<file path="src/rtl/tmi_regs.svh">
// register map, field positions and reset values of the thermal
// interrupt status and mask block
// assumes: included by bare name; apb byte address is four times the index
`ifndef TMI_REGS_SVH
`define TMI_REGS_SVH

// ==========================================================================
// register indices and byte addresses
`define TMI_IDX_CONFIG       8'h40
`define TMI_IDX_STATUS       8'h41
`define TMI_IDX_MASK         8'h43
`define TMI_IDX_MIRROR       8'h4C
`define TMI_BYTE_ADDR(i)     ({2'b00, (i), 2'b00})

// ==========================================================================
// configuration fields
`define TMI_CFG_SOFTRST      4
`define TMI_CFG_FANOFF       5
`define TMI_CFG_POLFLIP      6
`define TMI_CFG_DUALDIODE    7
`define TMI_CFG_WR_BITS      8'hEF

// ==========================================================================
// status and mask fields, shared layout
`define TMI_ST_INTTEMP       0
`define TMI_ST_REM2LIM       1
`define TMI_ST_REM2FLT       2
`define TMI_ST_RSVD          3
`define TMI_ST_GENIN         4
`define TMI_ST_REM1LIM       5
`define TMI_ST_OVTEXT        6
`define TMI_ST_REM1FLT       7
`define TMI_STICKY_BITS      8'hE7
`define TMI_MASK_WR_BITS     8'hF7

// ==========================================================================
// reset values
`define TMI_CONFIG_RESET     8'h20
`define TMI_STATUS_RESET     8'h00
`define TMI_MASK_RESET       8'h00
`define TMI_PIN_SYNC_RESET   2'h1

`endif

</file>
<file path="src/rtl/tmi_pkg.sv">
// types of the thermal interrupt status and mask block
// assumes: constants come from tmi_regs.svh, not from here
package tmi_pkg;

  // ========================================================================
  // bus answer state, gray along idle -> answer
  typedef enum logic [1:0] {
    TMI_BUS_IDLE   = 2'b00,
    TMI_BUS_ANSWER = 2'b01
  } tmi_bus_state_t;

  typedef logic [7:0] tmi_byte_t;

endpackage

</file>
<file path="src/rtl/tmi_flag_if.sv">
// carrier between the top and its bank of sticky flags
// assumes: owner and bank share one clock
`timescale 1ns/100ps
`default_nettype none

interface tmi_flag_if #(
  parameter int N = 8
);
  logic [N-1:0] setVec;
  logic [N-1:0] clearVec;
  logic         restore;
  logic [N-1:0] flags;

  modport owner (output setVec, output clearVec, output restore,
                 input flags);
  modport bank  (input setVec, input clearVec, input restore,
                 output flags);
endinterface

`default_nettype wire

</file>
<file path="src/rtl/tmi_sync.sv">
// two-flop synchroniser for asynchronous pin levels
// assumes: inputs are slow levels, not pulses shorter than two clocks
`timescale 1ns/100ps
`default_nettype none

module tmi_sync #(
  parameter int             W         = 1,
  parameter logic [W-1:0]   RESET_VAL = '0
) (
  input  wire logic         clk,     // block clock
  input  wire logic         rst_n,   // synchronous reset, active low
  input  wire logic [W-1:0] asyncIn, // pin levels
  output var  logic [W-1:0] syncOut  // levels on clk
);

  logic [W-1:0] stage1_q;
  logic [W-1:0] stage1_d;
  logic [W-1:0] syncOut_d;

  // ========================================================================
  // stage one is read only by stage two
  always_comb begin
    stage1_d  = asyncIn;
    syncOut_d = stage1_q;
  end

  always_ff @(posedge clk) begin
    if (!rst_n) begin
      stage1_q <= RESET_VAL;
      syncOut  <= RESET_VAL;
    end else begin
      stage1_q <= stage1_d;
      syncOut  <= syncOut_d;
    end
  end

endmodule

`default_nettype wire

</file>
<file path="src/rtl/tmi_flag_bank.sv">
// bank of sticky flags: set by events, cleared one by one, restorable
// assumes: owner drives set, clear and restore on the same clock
`timescale 1ns/100ps
`default_nettype none

module tmi_flag_bank #(
  parameter int           N         = 8,
  parameter logic [N-1:0] RESET_VAL = '0
) (
  input  wire logic clk,     // block clock
  input  wire logic rst_n,   // synchronous reset, active low
  tmi_flag_if.bank  port     // set, clear, restore and flags
);

  logic [N-1:0] flags_q;
  logic [N-1:0] flags_d;

  // ========================================================================
  // restore beats everything; an event beats a clear in the same cycle
  always_comb begin
    if (port.restore) begin
      flags_d = RESET_VAL;
    end else begin
      flags_d = (flags_q & ~port.clearVec) | port.setVec;
    end
  end

  always_ff @(posedge clk) begin
    if (!rst_n) begin
      flags_q <= RESET_VAL;
    end else begin
      flags_q <= flags_d;
    end
  end

  assign port.flags = flags_q;

endmodule

`default_nettype wire

</file>
<file path="src/rtl/tmi_irq_top.sv">
// thermal monitor interrupt status and mask block, top level
// assumes: apb master and comparator flags on clk; input pin and
// overload line arrive asynchronously and are synchronised here
//
// What this block does
// - internal sensor limit violation sets status bit 0.
// - second remote channel limit violation sets status bit 1.
// - short or open on second remote diode sets status bit 2.
// - first remote channel limit violation sets status bit 5.
// - overload line asserted by an outside source sets status bit 6.
// - short or open on first remote diode sets status bit 7.
// - status bit 4 shows input pin, inverted when config bit 6 set.
// - reading status never clears the input status bit.
// - a mask bit of one keeps its status bit off the interrupt.
// - mask register at index 0x43, all zeros after reset.
// - soft restore bit returns config, status, mirror, mask to defaults.
// - polarity flip bit 6 inverts the input for level and interrupt.
//
// Our own choice: register access over APB.
`timescale 1ns/100ps
`default_nettype none
`include "tmi_regs.svh"

module tmi_irq_top (
  input  wire logic        clk,             // 10 MHz block clock
  input  wire logic        rst_n,           // synchronous reset, low
  // apb slave
  input  wire logic [11:0] paddr,           // byte address
  input  wire logic        psel,            // slave select
  input  wire logic        penable,         // access phase
  input  wire logic        pwrite,          // 1 write, 0 read
  input  wire logic [31:0] pwdata,          // write data
  input  wire logic [3:0]  pstrb,           // byte lanes, lane 0 used
  output var  logic [31:0] prdata,          // read data
  output var  logic        pready,          // transfer done
  output var  logic        pslverr,         // unmapped address
  // condition inputs from comparators, same clock
  input  wire logic        intTempLimitHit, // on-chip limit violated
  input  wire logic        remote1LimitHit, // first remote limit hit
  input  wire logic        remote2LimitHit, // second remote limit hit
  input  wire logic        remote1FaultHit, // first diode short/open
  input  wire logic        remote2FaultHit, // second diode short/open
  input  wire logic        overtempOwnDrive,// device pulls line itself
  // pins
  input  wire logic        generalInputPin, // general input, async
  input  wire logic        overtempLineN,   // overload line, low active
  // outputs
  output var  logic        intN,            // interrupt, active low
  output var  logic        irq,             // interrupt, active high
  output var  logic        fanOffFloat,     // config fan-off bit
  output var  logic        dualDiodeMode,   // config dual-diode bit
  output var  logic        polarityFlip     // config input flip bit
);

  // ========================================================================
  // declarations
  logic [1:0]              pinSync;
  logic                    genInSync;
  logic                    overtempSyncN;

  logic [1:0]              ownHist_q;
  logic [1:0]              ownHist_d;
  logic                    overtempExternal;

  tmi_pkg::tmi_byte_t      config_q;
  tmi_pkg::tmi_byte_t      config_d;
  tmi_pkg::tmi_byte_t      mask_q;
  tmi_pkg::tmi_byte_t      mask_d;
  logic                    restore;

  tmi_pkg::tmi_byte_t      eventVec;
  tmi_pkg::tmi_byte_t      clearVec;
  tmi_pkg::tmi_byte_t      statusView;
  tmi_pkg::tmi_byte_t      pending;
  logic                    genInLive;
  logic                    pendingAny;

  tmi_pkg::tmi_bus_state_t busState_q;
  tmi_pkg::tmi_bus_state_t busState_d;
  logic [31:0]             prdata_d;
  logic                    pready_d;
  logic                    pslverr_d;
  logic                    hitConfig;
  logic                    hitStatus;
  logic                    hitMask;
  logic                    hitMirror;
  logic                    hitAny;
  tmi_pkg::tmi_byte_t      readByte;
  logic                    xferDone;
  logic                    wrEn;
  logic                    cfgWr;
  logic                    statusWr;
  logic                    maskWr;

  logic                    irq_d;
  logic                    intN_d;

  tmi_flag_if #(.N(8)) flagIf ();

  // ========================================================================
  // pin synchronisers
  // the overload line idles high, so its stage resets to one
  tmi_sync #(
    .W         (2),
    .RESET_VAL (`TMI_PIN_SYNC_RESET)
  ) uPinSync (
    .clk     (clk),
    .rst_n   (rst_n),
    .asyncIn ({generalInputPin, overtempLineN}),
    .syncOut (pinSync)
  );

  assign genInSync     = pinSync[1];
  assign overtempSyncN = pinSync[0];

  // ========================================================================
  // own-drive history
  // the pin is seen two clocks late, so the device's own drive is
  // remembered that long; otherwise its release would look external
  always_comb begin
    ownHist_d = {ownHist_q[0], overtempOwnDrive};
  end

  always_ff @(posedge clk) begin
    if (!rst_n) begin
      ownHist_q <= 2'h0;
    end else begin
      ownHist_q <= ownHist_d;
    end
  end

  assign overtempExternal = !overtempSyncN && !overtempOwnDrive &&
                            !(|ownHist_q);

  // ========================================================================
  // register decode
  assign hitConfig = (paddr == `TMI_BYTE_ADDR(`TMI_IDX_CONFIG));
  assign hitStatus = (paddr == `TMI_BYTE_ADDR(`TMI_IDX_STATUS));
  assign hitMask   = (paddr == `TMI_BYTE_ADDR(`TMI_IDX_MASK));
  assign hitMirror = (paddr == `TMI_BYTE_ADDR(`TMI_IDX_MIRROR));
  assign hitAny    = hitConfig || hitStatus || hitMask || hitMirror;

  // a write lands at the edge that completes the access phase
  assign xferDone = (busState_q == tmi_pkg::TMI_BUS_ANSWER) &&
                    psel && penable;
  // only lane 0 carries a register byte; a write without it is dropped
  assign wrEn     = xferDone && pwrite && pstrb[0];
  assign cfgWr    = wrEn && hitConfig;
  assign statusWr = wrEn && hitStatus;
  assign maskWr   = wrEn && hitMask;

  // ========================================================================
  // configuration register
  // the restore bit never stores: it fires one restore and reads zero
  always_comb begin
    config_d = config_q;
    restore  = 1'b0;
    if (cfgWr) begin
      if (pwdata[`TMI_CFG_SOFTRST]) begin
        restore = 1'b1;
      end else begin
        config_d = pwdata[7:0] & `TMI_CFG_WR_BITS;
      end
    end
    if (restore) begin
      config_d = `TMI_CONFIG_RESET;
    end
    // any assertion of the overload line forces the fan-off bit
    if (!overtempSyncN) begin
      config_d[`TMI_CFG_FANOFF] = 1'b1;
    end
  end

  always_ff @(posedge clk) begin
    if (!rst_n) begin
      config_q <= `TMI_CONFIG_RESET;
    end else begin
      config_q <= config_d;
    end
  end

  // ========================================================================
  // mask register
  // software keeps a noisy source masked until its cause is gone
  always_comb begin
    mask_d = mask_q;
    if (restore) begin
      mask_d = `TMI_MASK_RESET;
    end else if (maskWr) begin
      mask_d = pwdata[7:0] & `TMI_MASK_WR_BITS;
    end
  end

  always_ff @(posedge clk) begin
    if (!rst_n) begin
      mask_q <= `TMI_MASK_RESET;
    end else begin
      mask_q <= mask_d;
    end
  end

  // ========================================================================
  // sticky event flags
  // conditions are levels; a flag keeps setting while its cause stays
  always_comb begin
    eventVec = 8'h00;
    eventVec[`TMI_ST_INTTEMP] = intTempLimitHit;
    eventVec[`TMI_ST_REM2LIM] = remote2LimitHit;
    eventVec[`TMI_ST_REM2FLT] = remote2FaultHit;
    eventVec[`TMI_ST_REM1LIM] = remote1LimitHit;
    eventVec[`TMI_ST_OVTEXT]  = overtempExternal;
    eventVec[`TMI_ST_REM1FLT] = remote1FaultHit;
  end

  always_comb begin
    clearVec = 8'h00;
    if (statusWr) begin
      clearVec = pwdata[7:0] & `TMI_STICKY_BITS;
    end
  end

  assign flagIf.setVec   = eventVec & `TMI_STICKY_BITS;
  assign flagIf.clearVec = clearVec;
  assign flagIf.restore  = restore;

  tmi_flag_bank #(
    .N         (8),
    .RESET_VAL (`TMI_STATUS_RESET)
  ) uFlagBank (
    .clk   (clk),
    .rst_n (rst_n),
    .port  (flagIf)
  );

  // ========================================================================
  // status view and interrupt
  // the input bit is a live level, so a read or a write cannot clear it
  assign genInLive = genInSync ^ config_q[`TMI_CFG_POLFLIP];

  always_comb begin
    // bit 3 has no source, so it always reads zero
    statusView = flagIf.flags & `TMI_STICKY_BITS;
    statusView[`TMI_ST_GENIN] = genInLive;
  end

  assign pending    = statusView & ~mask_q;
  assign pendingAny = |pending;

  always_comb begin
    irq_d  = pendingAny;
    intN_d = !pendingAny;
  end

  always_ff @(posedge clk) begin
    if (!rst_n) begin
      irq  <= 1'b0;
      intN <= 1'b1;
    end else begin
      irq  <= irq_d;
      intN <= intN_d;
    end
  end

  // ========================================================================
  // apb answer
  // read data is captured at the setup edge so prdata is a flop; the
  // price is a view one cycle older than the completing edge
  always_comb begin
    readByte = 8'h00;
    if (hitConfig) begin
      readByte = config_q;
    end else if (hitStatus || hitMirror) begin
      readByte = statusView;
    end else if (hitMask) begin
      readByte = mask_q;
    end
  end

  always_comb begin
    busState_d = busState_q;
    prdata_d   = prdata;
    pready_d   = 1'b0;
    pslverr_d  = 1'b0;
    case (busState_q)
      tmi_pkg::TMI_BUS_IDLE: begin
        if (psel && !penable) begin
          busState_d = tmi_pkg::TMI_BUS_ANSWER;
          pready_d   = 1'b1;
          pslverr_d  = !hitAny;
          prdata_d   = pwrite ? 32'h0000_0000 :
                                {24'h00_0000, readByte};
        end
      end
      tmi_pkg::TMI_BUS_ANSWER: begin
        if (psel && penable) begin
          busState_d = tmi_pkg::TMI_BUS_IDLE;
          prdata_d   = 32'h0000_0000;
        end else if (!psel) begin
          // master gave up before access: drop the stale answer
          busState_d = tmi_pkg::TMI_BUS_IDLE;
          prdata_d   = 32'h0000_0000;
        end else begin
          // master has not entered access yet: keep the answer up
          pready_d  = pready;
          pslverr_d = pslverr;
        end
      end
      default: begin
        busState_d = tmi_pkg::TMI_BUS_IDLE;
        prdata_d   = 32'h0000_0000;
      end
    endcase
  end

  always_ff @(posedge clk) begin
    if (!rst_n) begin
      busState_q <= tmi_pkg::TMI_BUS_IDLE;
      prdata     <= 32'h0000_0000;
      pready     <= 1'b0;
      pslverr    <= 1'b0;
    end else begin
      busState_q <= busState_d;
      prdata     <= prdata_d;
      pready     <= pready_d;
      pslverr    <= pslverr_d;
    end
  end

  // ========================================================================
  // configuration outputs
  // plain copies of config flops, so these pins never glitch
  always_comb begin
    fanOffFloat   = config_q[`TMI_CFG_FANOFF];
    dualDiodeMode = config_q[`TMI_CFG_DUALDIODE];
    polarityFlip  = config_q[`TMI_CFG_POLFLIP];
  end

endmodule

`default_nettype wire

</file>
<file path="config.mk">
export PLATFORM = sky130hd
export DESIGN_NAME = tmi_irq_top
export DESIGN_NICKNAME = d
export VERILOG_FILES = /design/src/rtl/tmi_pkg.sv /design/src/rtl/tmi_flag_if.sv /design/src/rtl/tmi_sync.sv /design/src/rtl/tmi_flag_bank.sv /design/src/rtl/tmi_irq_top.sv
export VERILOG_INCLUDE_DIRS = /design/src /design/src/rtl
export SDC_FILE = /design/constraint.sdc
export NUM_CORES = 1
export LEC_CHECK = 0
export ABC_AREA = 1
export BUFFER_PORTS_ARGS = -buffer_cell sky130_fd_sc_hd__buf_2
export CAP_MARGIN = 20
export CORE_MARGIN = 3
export CORE_UTILIZATION = 50
export DETAILED_ROUTE_END_ITERATION = 7
export HOLD_SLACK_MARGIN = 0.05
export PLACE_DENSITY = 0.85
export SLEW_MARGIN = 20
export SYNTH_ARGS = -nofsm -noshare
export SYNTH_HDL_FRONTEND = slang
export SYNTH_SLANG_ARGS = --single-unit
export TNS_END_PERCENT = 30
</file>
<file path="constraint.sdc">
create_clock -name clk -period 2.1 [get_ports clk]
set_input_delay 0.525 -clock clk [delete_from_list [all_inputs] [get_ports clk]]
set_output_delay 0.525 -clock clk [all_outputs]
set_load 0.02 [all_outputs]
</file>
==> metrics.cfg, run 1 <==
[run_status]
run_status=completed

[detailed_routing]
drc=0
met1Wirelength_mm=1.87
drt_iter0_markers=116
post_drt_wl_per_cell_microns=11.3
routed_wl_mm=4.33
wl_met3_microns=344
vias_per_cell=4.76
drt_first_pass_iters=4
highest_layer=met4
antenna_left=0
met2WireLength_mm=2.03
dr_total_vias=1824

[synth]
synth-edff-count=0
synthesis.area_sq_um=2090
synthXorXnorAreaFrac_pct=1.20
synth-compound-area-share_pct=14.3
synth_seq_cells=39
ys_warn_count=0
yosysSeqAreaShare_pct=37.3
synth_mux_area_share_pct=0
yosysUniqueCellTypes=36
synthAdderAreaFrac_pct=0
synth_most_common_cell=nand2_1
ys_top_cells_by_area=dfxtp_1 (37%), nand2_1 (9.9%), buf_4 (9.0%)
synthTopCellsByCount=nand2_1 (55), inv_1 (44), dfxtp_1 (39)
yosys.area_share.simple_pct=27.6
synth_top_family_by_area=simple AND/OR/NAND/NOR gates
synthCells=282
syn_area_per_cell_sq_um=7.41
synthArstFlopShare_pct=0
synth-main-ff-cell=dfxtp_1
yosys.area.top_type=dfxtp_1
synth_top_area_share_pct=37.3

[clock_tree]
path_clk_slew_ps=80
cts_tree=yes
cts_buffer_depth=2
clockRootBuffer=clkbuf_8
cts_buffers=5
numClockSinks=39
cts-resized-gates=0
worstSkewPairLatency_ps=290
post_cts_buffers=0
holdBufCountCts=0
htreeDepth=2

[power]
power.internal_mw=1.04
ir_worst_vdd_uv=373
p_per_area_nw_per_um2=601
swShare_pct=26.9
clockPowerShare_pct=34.2
p_sw_mw=0.384
p_seq_share_pct=53.6
total_power_mw=1.43
power_frac_comb_pct=12.2
leakagePower_nw=1.22

[placed_design]
place_hpwl_mm=3.52
gp_congestion=0.926
io_buffers=48
dp.cells=375
dpl_cell_area_sq_um=2290

[floorplanning]
die_area_sq_um=4990
start_util_pct=54.3
coreArea_sq_um=3850
io_pins=100
die_h_microns=70.7
die_x_microns=70.7
placementRows=22

[grt]
track_usage_pct=17.8
grt-ovfl-total=0
grt_pass1_wl_mm=7.24
antenna_found_initial=0
grt_max_degree=13
grt_pass1_vias=1662

[sta]
min_period_ps=1570
setup_viol=0
drv_slew=0
skew_ps=2.53
rsz0062_at_grt=no
period_share_pct=75.0
fmax_ghz=0.635
hold_violations=0
fin_setup_tns_ps=0
whs_ps=418

[worst_setup_path]
required_ps=2280
worst_ep_arrival_time_ps=1750
path_class=input port to flip-flop
reg2reg_depth=6
critPathCaptureType=flip-flop
cp_max_fo=8
startpoint_type=input port

[final_layout]
insertedDiodeCount=0
fillers=372
final_cells=383
drive_gt1_share_pct=26.9
syn2layout_area_growth_pct=13.6
final_area_sq_um=2380
nets=395

[min_path]
whs_path_depth=1
hold_class=flip-flop to flip-flop

[job]
maxCapViolCount=0

[logic make-up (layout without fill, tap and decap cells)]
group,Yosys count,in the layout
flip-flops,39,39
other,1,24
buffers and inverters,78,108
AND/OR/NAND/NOR,113,113
AO/OA/AOI/OAI,49,49
XOR/XNOR,2,2
[routing by layer]
layer / up-vias / global-route usage [%]
li1: 933 / -
met1: 809 / 24.3
met2: 73 / 27.9
met3: 9 / 3.13
met4: 0 / 7.10
met5: - / 0
[power by group through the flow]
stage	clock network (mW)	logic (mW)	registers, mW
after floorplan	0	0.143	0.787
after global placement	0	0.170	0.783
after detailed placement	0	0.174	0.783
after CTS	0.499	0.174	0.766
after global routing	0.537	0.195	0.769
final	0.488	0.174	0.766
[state kept, by name, indices dropped and copies added (netlist names)]
signal                flops
pslverr                   1
busState_q                1
uFlagBank.port.flags      6
intN                      1
uPinSync.syncOut          2
config_q                  7
ownHist_q                 2
uPinSync.stage1_q         2
prdata                    8
irq                       1
pready                    1
mask_q                    7
[placed cells by master, fill, tap and decap left out, types with 4 or more instances in the layout]
cell type and n:
nand2_1 55, buf_2 48, inv_1 44, dfxtp_1 39, conb_1 24, a21oi_1 23
nor2_1 18, nand3_1 15, o21ai_0 11, nor2_2 6, inv_2 5, clkbuf_8 5
nand2_4 4
[final timing paths]
check | start | endpoint | slack, ps
hold reg to reg | uPinSync.syncOut[0]$_SDFF_PN1_ | config_q[5]$_SDFFE_PP1P_ | 420
hold / removal | uPinSync.syncOut[0]$_SDFF_PN1_ | config_q[5]$_SDFFE_PP1P_ | 420
setup / recovery | paddr[0] | uFlagBank.port.flags[1]$_SDFF_PP0_ | 530
setup reg to reg | busState_q[0]$_SDFFE_PN0P_ | uFlagBank.port.flags[1]$_SDFF_PP0_ | 560
[critical path, cell delays in order]
cell and delay [ps]:
buf_2 100, inv_2 40, nand2_2 60, nor2_2 160
inv_2 80, nor2_8 190, nand2_4 90, o21ai_4 280
buf_4 180, a21oi_1 40
[area by class of cell]
type                    instances  area (sq um)  area share [%]
clock buffers                   6          72.6            3.05
clock inverters                 2          12.5           0.527
inverters                      50           190            8.00
multi-input cells             188           992            41.8
flip-flops and latches         39           781            32.9
well taps                      48          60.1            2.53
repair buffers                 50           268            11.3
[per-stage QoR]
step | setup slack, ps | utilization (%)
after detailed placement | 222 | 59.4
after CTS | 522 | 61.7
final | 526 | 61.7
after global placement | 239 | 59.4
after global routing | 425 | 61.7
after floorplan | 533 | -
No activity file was read; power rests on OpenSTA's default activity.
==> run 2: changes to the inputs <==
--- a/config.mk
+++ b/config.mk
@@ -10,10 +10,10 @@
 export BUFFER_PORTS_ARGS = -buffer_cell sky130_fd_sc_hd__buf_2
 export CAP_MARGIN = 20
 export CORE_MARGIN = 3
-export CORE_UTILIZATION = 50
+export CORE_UTILIZATION = 46
 export DETAILED_ROUTE_END_ITERATION = 7
 export HOLD_SLACK_MARGIN = 0.05
-export PLACE_DENSITY = 0.85
+export PLACE_DENSITY = 0.8
 export SLEW_MARGIN = 20
 export SYNTH_ARGS = -nofsm -noshare
 export SYNTH_HDL_FRONTEND = slang
==> constraint.sdc (replaced) <==
create_clock -name clk -period 1.6 [get_ports clk]
set_input_delay 0.4 -clock clk [delete_from_list [all_inputs] [get_ports clk]]
set_output_delay 0.4 -clock clk [all_outputs]
set_load 0.02 [all_outputs]
==> metrics.cfg, run 2 (synthesis gave the netlist of run 1 again) <==
[run_status]
run_status=completed

[final_layout]
insertedDiodeCount=0
regMostFlops=prdata
final_util_pct=59.4
drive_gt1_share_pct=30.0
largest_reg_flops=8
final_common_cell=nand2_1
mostFrequentLayoutCells=nand2_1 (55), buf_2 (48), inv_1 (44)
nets=407
largestRegisters=prdata x8, config_q x7, mask_q x7
syn2layout_area_growth_pct=19.4

[clock_tree]
cts-resized-gates=0
path_clk_slew_ps=80
clockRootBuffer=clkbuf_8
cts_tree=yes
holdBufCountCts=0
cts_buffer_depth=2
numClockSinks=39
worstSkewPairLatency_ps=290
post_cts_buffers=0
cts_buffers=5
htreeDepth=2

[placed_design]
preCtsSetupSlack_ps=-86.2
io_buffers=48
place_hpwl_mm=3.85
gp_congestion=0.901

[grt]
track_usage_pct=17.8
grt_pass1_wl_mm=7.40
top_usage_layer=met2
grt.met3_usage_pct=3.83
met1_usage_pct=21.8
grt-ovfl-total=0
grt_pass1_vias=1708
antenna_found_initial=0
grt_max_degree=15
globalRouteMet2Util_pct=30.7

[worst_setup_path]
reg2reg_depth=6
cp_max_fo=8
required_ps=1790
cpPeakStageDelay_ps=380
worst_ep_arrival_time_ps=1620
r2r_slack_ps=170
path_class=flip-flop to flip-flop
startpoint_type=flip-flop
r2r_end=uFlagBank.port.flags[0]$_SDFF_PP0_
critPathCaptureType=flip-flop
r2r-start=busState_q[0]$_SDFFE_PN0P_
slowest_stage=dfxtp_2
path_cells=nand3_2 > nor2_4 > nand2_4 > o21ai_4 > buf_4 > a21oi_1

[floorplanning]
start_util_pct=49.8
die_x_microns=73.4
io_pins=100
coreArea_sq_um=4200
die_h_microns=73.4
placementRows=23
die_area_sq_um=5390

[job]
maxCapViolCount=0

[sta]
period_share_pct=89.3
setup_ws_ps=171
skew_ps=6.02
setup_viol=0
fin_setup_tns_ps=0
min_period_ps=1430
fmax_ghz=0.700
hold_violations=0
drv_slew=0
rsz0062_at_grt=no

[detailed_routing]
drt_first_pass_iters=4
post_drt_wl_per_cell_microns=11.7
dr_total_vias=1850
vias_per_cell=4.66
drc=0
routed_wl_mm=4.64
drt_iter0_markers=76
antenna_left=0

[power]
leakagePower_nw=1.29
ir_worst_vdd_uv=627
total_power_mw=2.08
p_per_area_nw_per_um2=834

[min_path]
holdCritStartpoint=generalInputPin
holdPathEnd=uPinSync.stage1_q[1]$_SDFF_PN0_
hold_class=input port to flip-flop
whs_path_depth=3

## run 2: cell count changes in the layout (fill, tap and decap cells not counted), sizes merged
cell,before,now
buf,50,62
clkinvlp,1,0
clkbuf,6,5
inv,50,51
bufinv,0,1
## run 2: layout make-up
class,count,area (sq um)
clock buffer,5,68.8
clock inverter,3,47.5
fill,395,1710
inverter,50,190
multi-input combinational,188,1000
sequential,39,782
tap,50,62.6
timing repair buffer,62,345
## run 2: how the worst max path moves through the flow
stage / slack, ps / from / cells past startpoint / end
after floorplan: 160 / paddr[0] / 10 / config_q[1]$_SDFFE_PP0P_
after global placement: -50 / paddr[5] / 10 / config_q[0]$_SDFFE_PP0P_
after detailed placement: -90 / paddr[7] / 10 / config_q[0]$_SDFFE_PP0P_
after CTS: 90 / busState_q[0]$_SDFFE_PN0P_ / 6 / config_q[0]$_SDFFE_PP0P_
after global routing: 80 / busState_q[0]$_SDFFE_PN0P_ / 6 / mask_q[7]$_SDFFE_PP0P_
final: 170 / busState_q[0]$_SDFFE_PN0P_ / 6 / uFlagBank.port.flags[0]$_SDFF_PP0_
## run 2: through the flow
stage          cell area, sq um  hold slack [ps]  cells
3_3_place_gp               2370              394    389
4_1_cts                    2490              280    397
2_1_floorplan              2180              379    305
5_1_grt                    2500              279    397
3_5_place_dp               2370              393    389
6_report                   2500              286    397
## run 2: metal layers
layer,up-vias,share of wire [%]
li1,962,-
met1,826,43
met2,53,49
met3,9,6.1
met4,0,1.5
met5,-,0
## run 2: where the power goes
group / internal (mW) / switching, mW / total [mW]
logic: 0.0792 / 0.160 / 0.239
registers: 0.994 / 0.0119 / 1.01
clock network: 0.472 / 0.364 / 0.836
total: 1.55 / 0.536 / 2.08
## run 2: critical path: cells and delay by family (launching register included)
kind | cells | cell delay, ps
DFF | 1 | 380
buffers and inverters | 1 | 210
AOI/OAI and AO/OA | 2 | 280
and+or+nand+nor | 3 | 450
==> run 3: changes to the inputs <==
--- a/config.mk
+++ b/config.mk
@@ -13,7 +13,8 @@
 export CORE_UTILIZATION = 46
 export DETAILED_ROUTE_END_ITERATION = 7
 export HOLD_SLACK_MARGIN = 0.05
-export PLACE_DENSITY = 0.8
+export MAX_ROUTING_LAYER = met4
+export PLACE_DENSITY = 0.77
 export SLEW_MARGIN = 20
 export SYNTH_ARGS = -nofsm -noshare
 export SYNTH_HDL_FRONTEND = slang
==> metrics.cfg, run 3 (synthesis gave the netlist of run 1 again) <==
[detailed_routing]
dr_total_vias=1840
routed_wl_mm=4.55
drc=0
post_drt_wl_per_cell_microns=11.5
vias_per_cell=4.63
drt_iter0_markers=111
antenna_left=0
drt_first_pass_iters=7

[worst_setup_path]
cp.depth=6
slowest_stage=dfxtp_1
reg2reg_depth=6
r2r-start=busState_q[0]$_SDFFE_PN0P_
cp_max_fo=7
cp_top_family=simple AND/OR/NAND/NOR gates
startpoint_type=flip-flop
crit_buf_inv=1
required_ps=1780
worst_ep_arrival_time_ps=1630
startpoint=busState_q[0]$_SDFFE_PN0P_
cpPeakStageDelay_ps=440
critPathCaptureType=flip-flop
path_cells=nand3_2 > nor2_4 > nand2_4 > o21ai_4 > buf_4 > a21oi_1
path_class=flip-flop to flip-flop

[clock_tree]
cts_buffers=5
cts_tree=yes
worstSkewPairLatency_ps=290
numClockSinks=39
cts_buffer_depth=2
path_clk_slew_ps=70
htreeDepth=2
clockRootBuffer=clkbuf_8

[final_layout]
final_common_cell=nand2_1
final_cells=397
drive_gt1_share_pct=29.4
insertedDiodeCount=0
syn2layout_area_growth_pct=18.5
mostFrequentLayoutCells=nand2_1 (55), buf_2 (48), inv_1 (44)
nets=407
regMostFlops=prdata
largestRegisters=prdata x8, config_q x7, mask_q x7
largest_reg_flops=8
final_util_pct=59.0

[grt]
grt-ovfl-total=0
track_usage_pct=18.0
grt_max_degree=13
grt_pass1_vias=1613
antenna_found_initial=0
grt_pass1_wl_mm=7.28

[sta]
skew_ps=6.07
hold_violations=0
setup_ws_ps=145
min_period_ps=1450
fmax_ghz=0.687
drv_slew=0
setup_viol=0
period_share_pct=90.9
rsz0062_at_grt=no

[floorplanning]
io_pins=100
die_area_sq_um=5390
placementRows=23
die_h_microns=73.4
coreArea_sq_um=4200
die_x_microns=73.4
start_util_pct=49.8

[min_path]
hold_class=input port to flip-flop
whs_path_depth=3
holdCritStartpoint=generalInputPin

[power]
p_per_area_nw_per_um2=757
leakagePower_nw=1.28
ir_worst_vdd_uv=511

[placed_design]
dp.cells=389
gp_congestion=0.896
place_hpwl_mm=3.65
io_buffers=48
preCtsSetupSlack_ps=-69.3

[run_status]
run_status=completed

[job]
maxCapViolCount=0

[run 3: changes by cell type in the layout (fill, tap and decap cells not counted), sizes merged]
cell | previous run | this run
bufinv | 1 | 0
clkbuf | 5 | 7
inv | 51 | 50
[run 3: power breakdown]
group          internal (mW)  switching [mW]  total (mW)  leakage (nW)
Sequential             0.994          0.0116        1.01         0.318
Combinational         0.0814           0.159       0.240         0.916
Clock                  0.306           0.324       0.630        0.0422
[run 3: area by class of cell]
type	count	area [sq um]
tap	50	62.6
clock buffer	7	76.3
clock inverter	1	5.00
multi-input combinational	188	1000
fill	407	1720
timing repair buffer	62	358
inverter	50	190
sequential	39	781
[run 3: metrics by stage]
stage	power (mW)	TNS, ps	instance area, sq um	hold slack [ps]
finish	1.88	0	2480	295
global route	1.97	0	2480	281
CTS	1.90	0	2460	286
detailed placement	1.27	-535	2380	396
global placement	1.26	-190	2380	398
floorplan	1.22	0	2180	379
[run 3: repair_timing]
action | CTS | global route
hold buffers | 0 | 0
setup buffers | 0 | 0
resized for setup | 0 | 2
endpoints found under the setup margin | 0 | 3
[run 3: per-layer routing]
layer / global-route usage (%) / wire length, microns / vias up
li1: - / - / 959
met1: 23.6 / 2020 / 812
met2: 27.1 / 2130 / 63
met3: 4.65 / 344 / 6
met4: 5.43 / 51 / 0
met5: - / 0 / -
[run 3: worst paths after layout]
check                                            end  slack [ps]
hold / removal       uPinSync.stage1_q[1]$_SDFF_PN0_         300
setup / recovery  uFlagBank.port.flags[2]$_SDFF_PP0_         150
hold reg to reg       uPinSync.syncOut[1]$_SDFF_PN0_         410
setup reg to reg  uFlagBank.port.flags[2]$_SDFF_PP0_         150
[run 3: worst min-delay path, delay by kind of cell]
family        cells  cell delay (ps)
buf+inv           2              110
simple gates      1               40
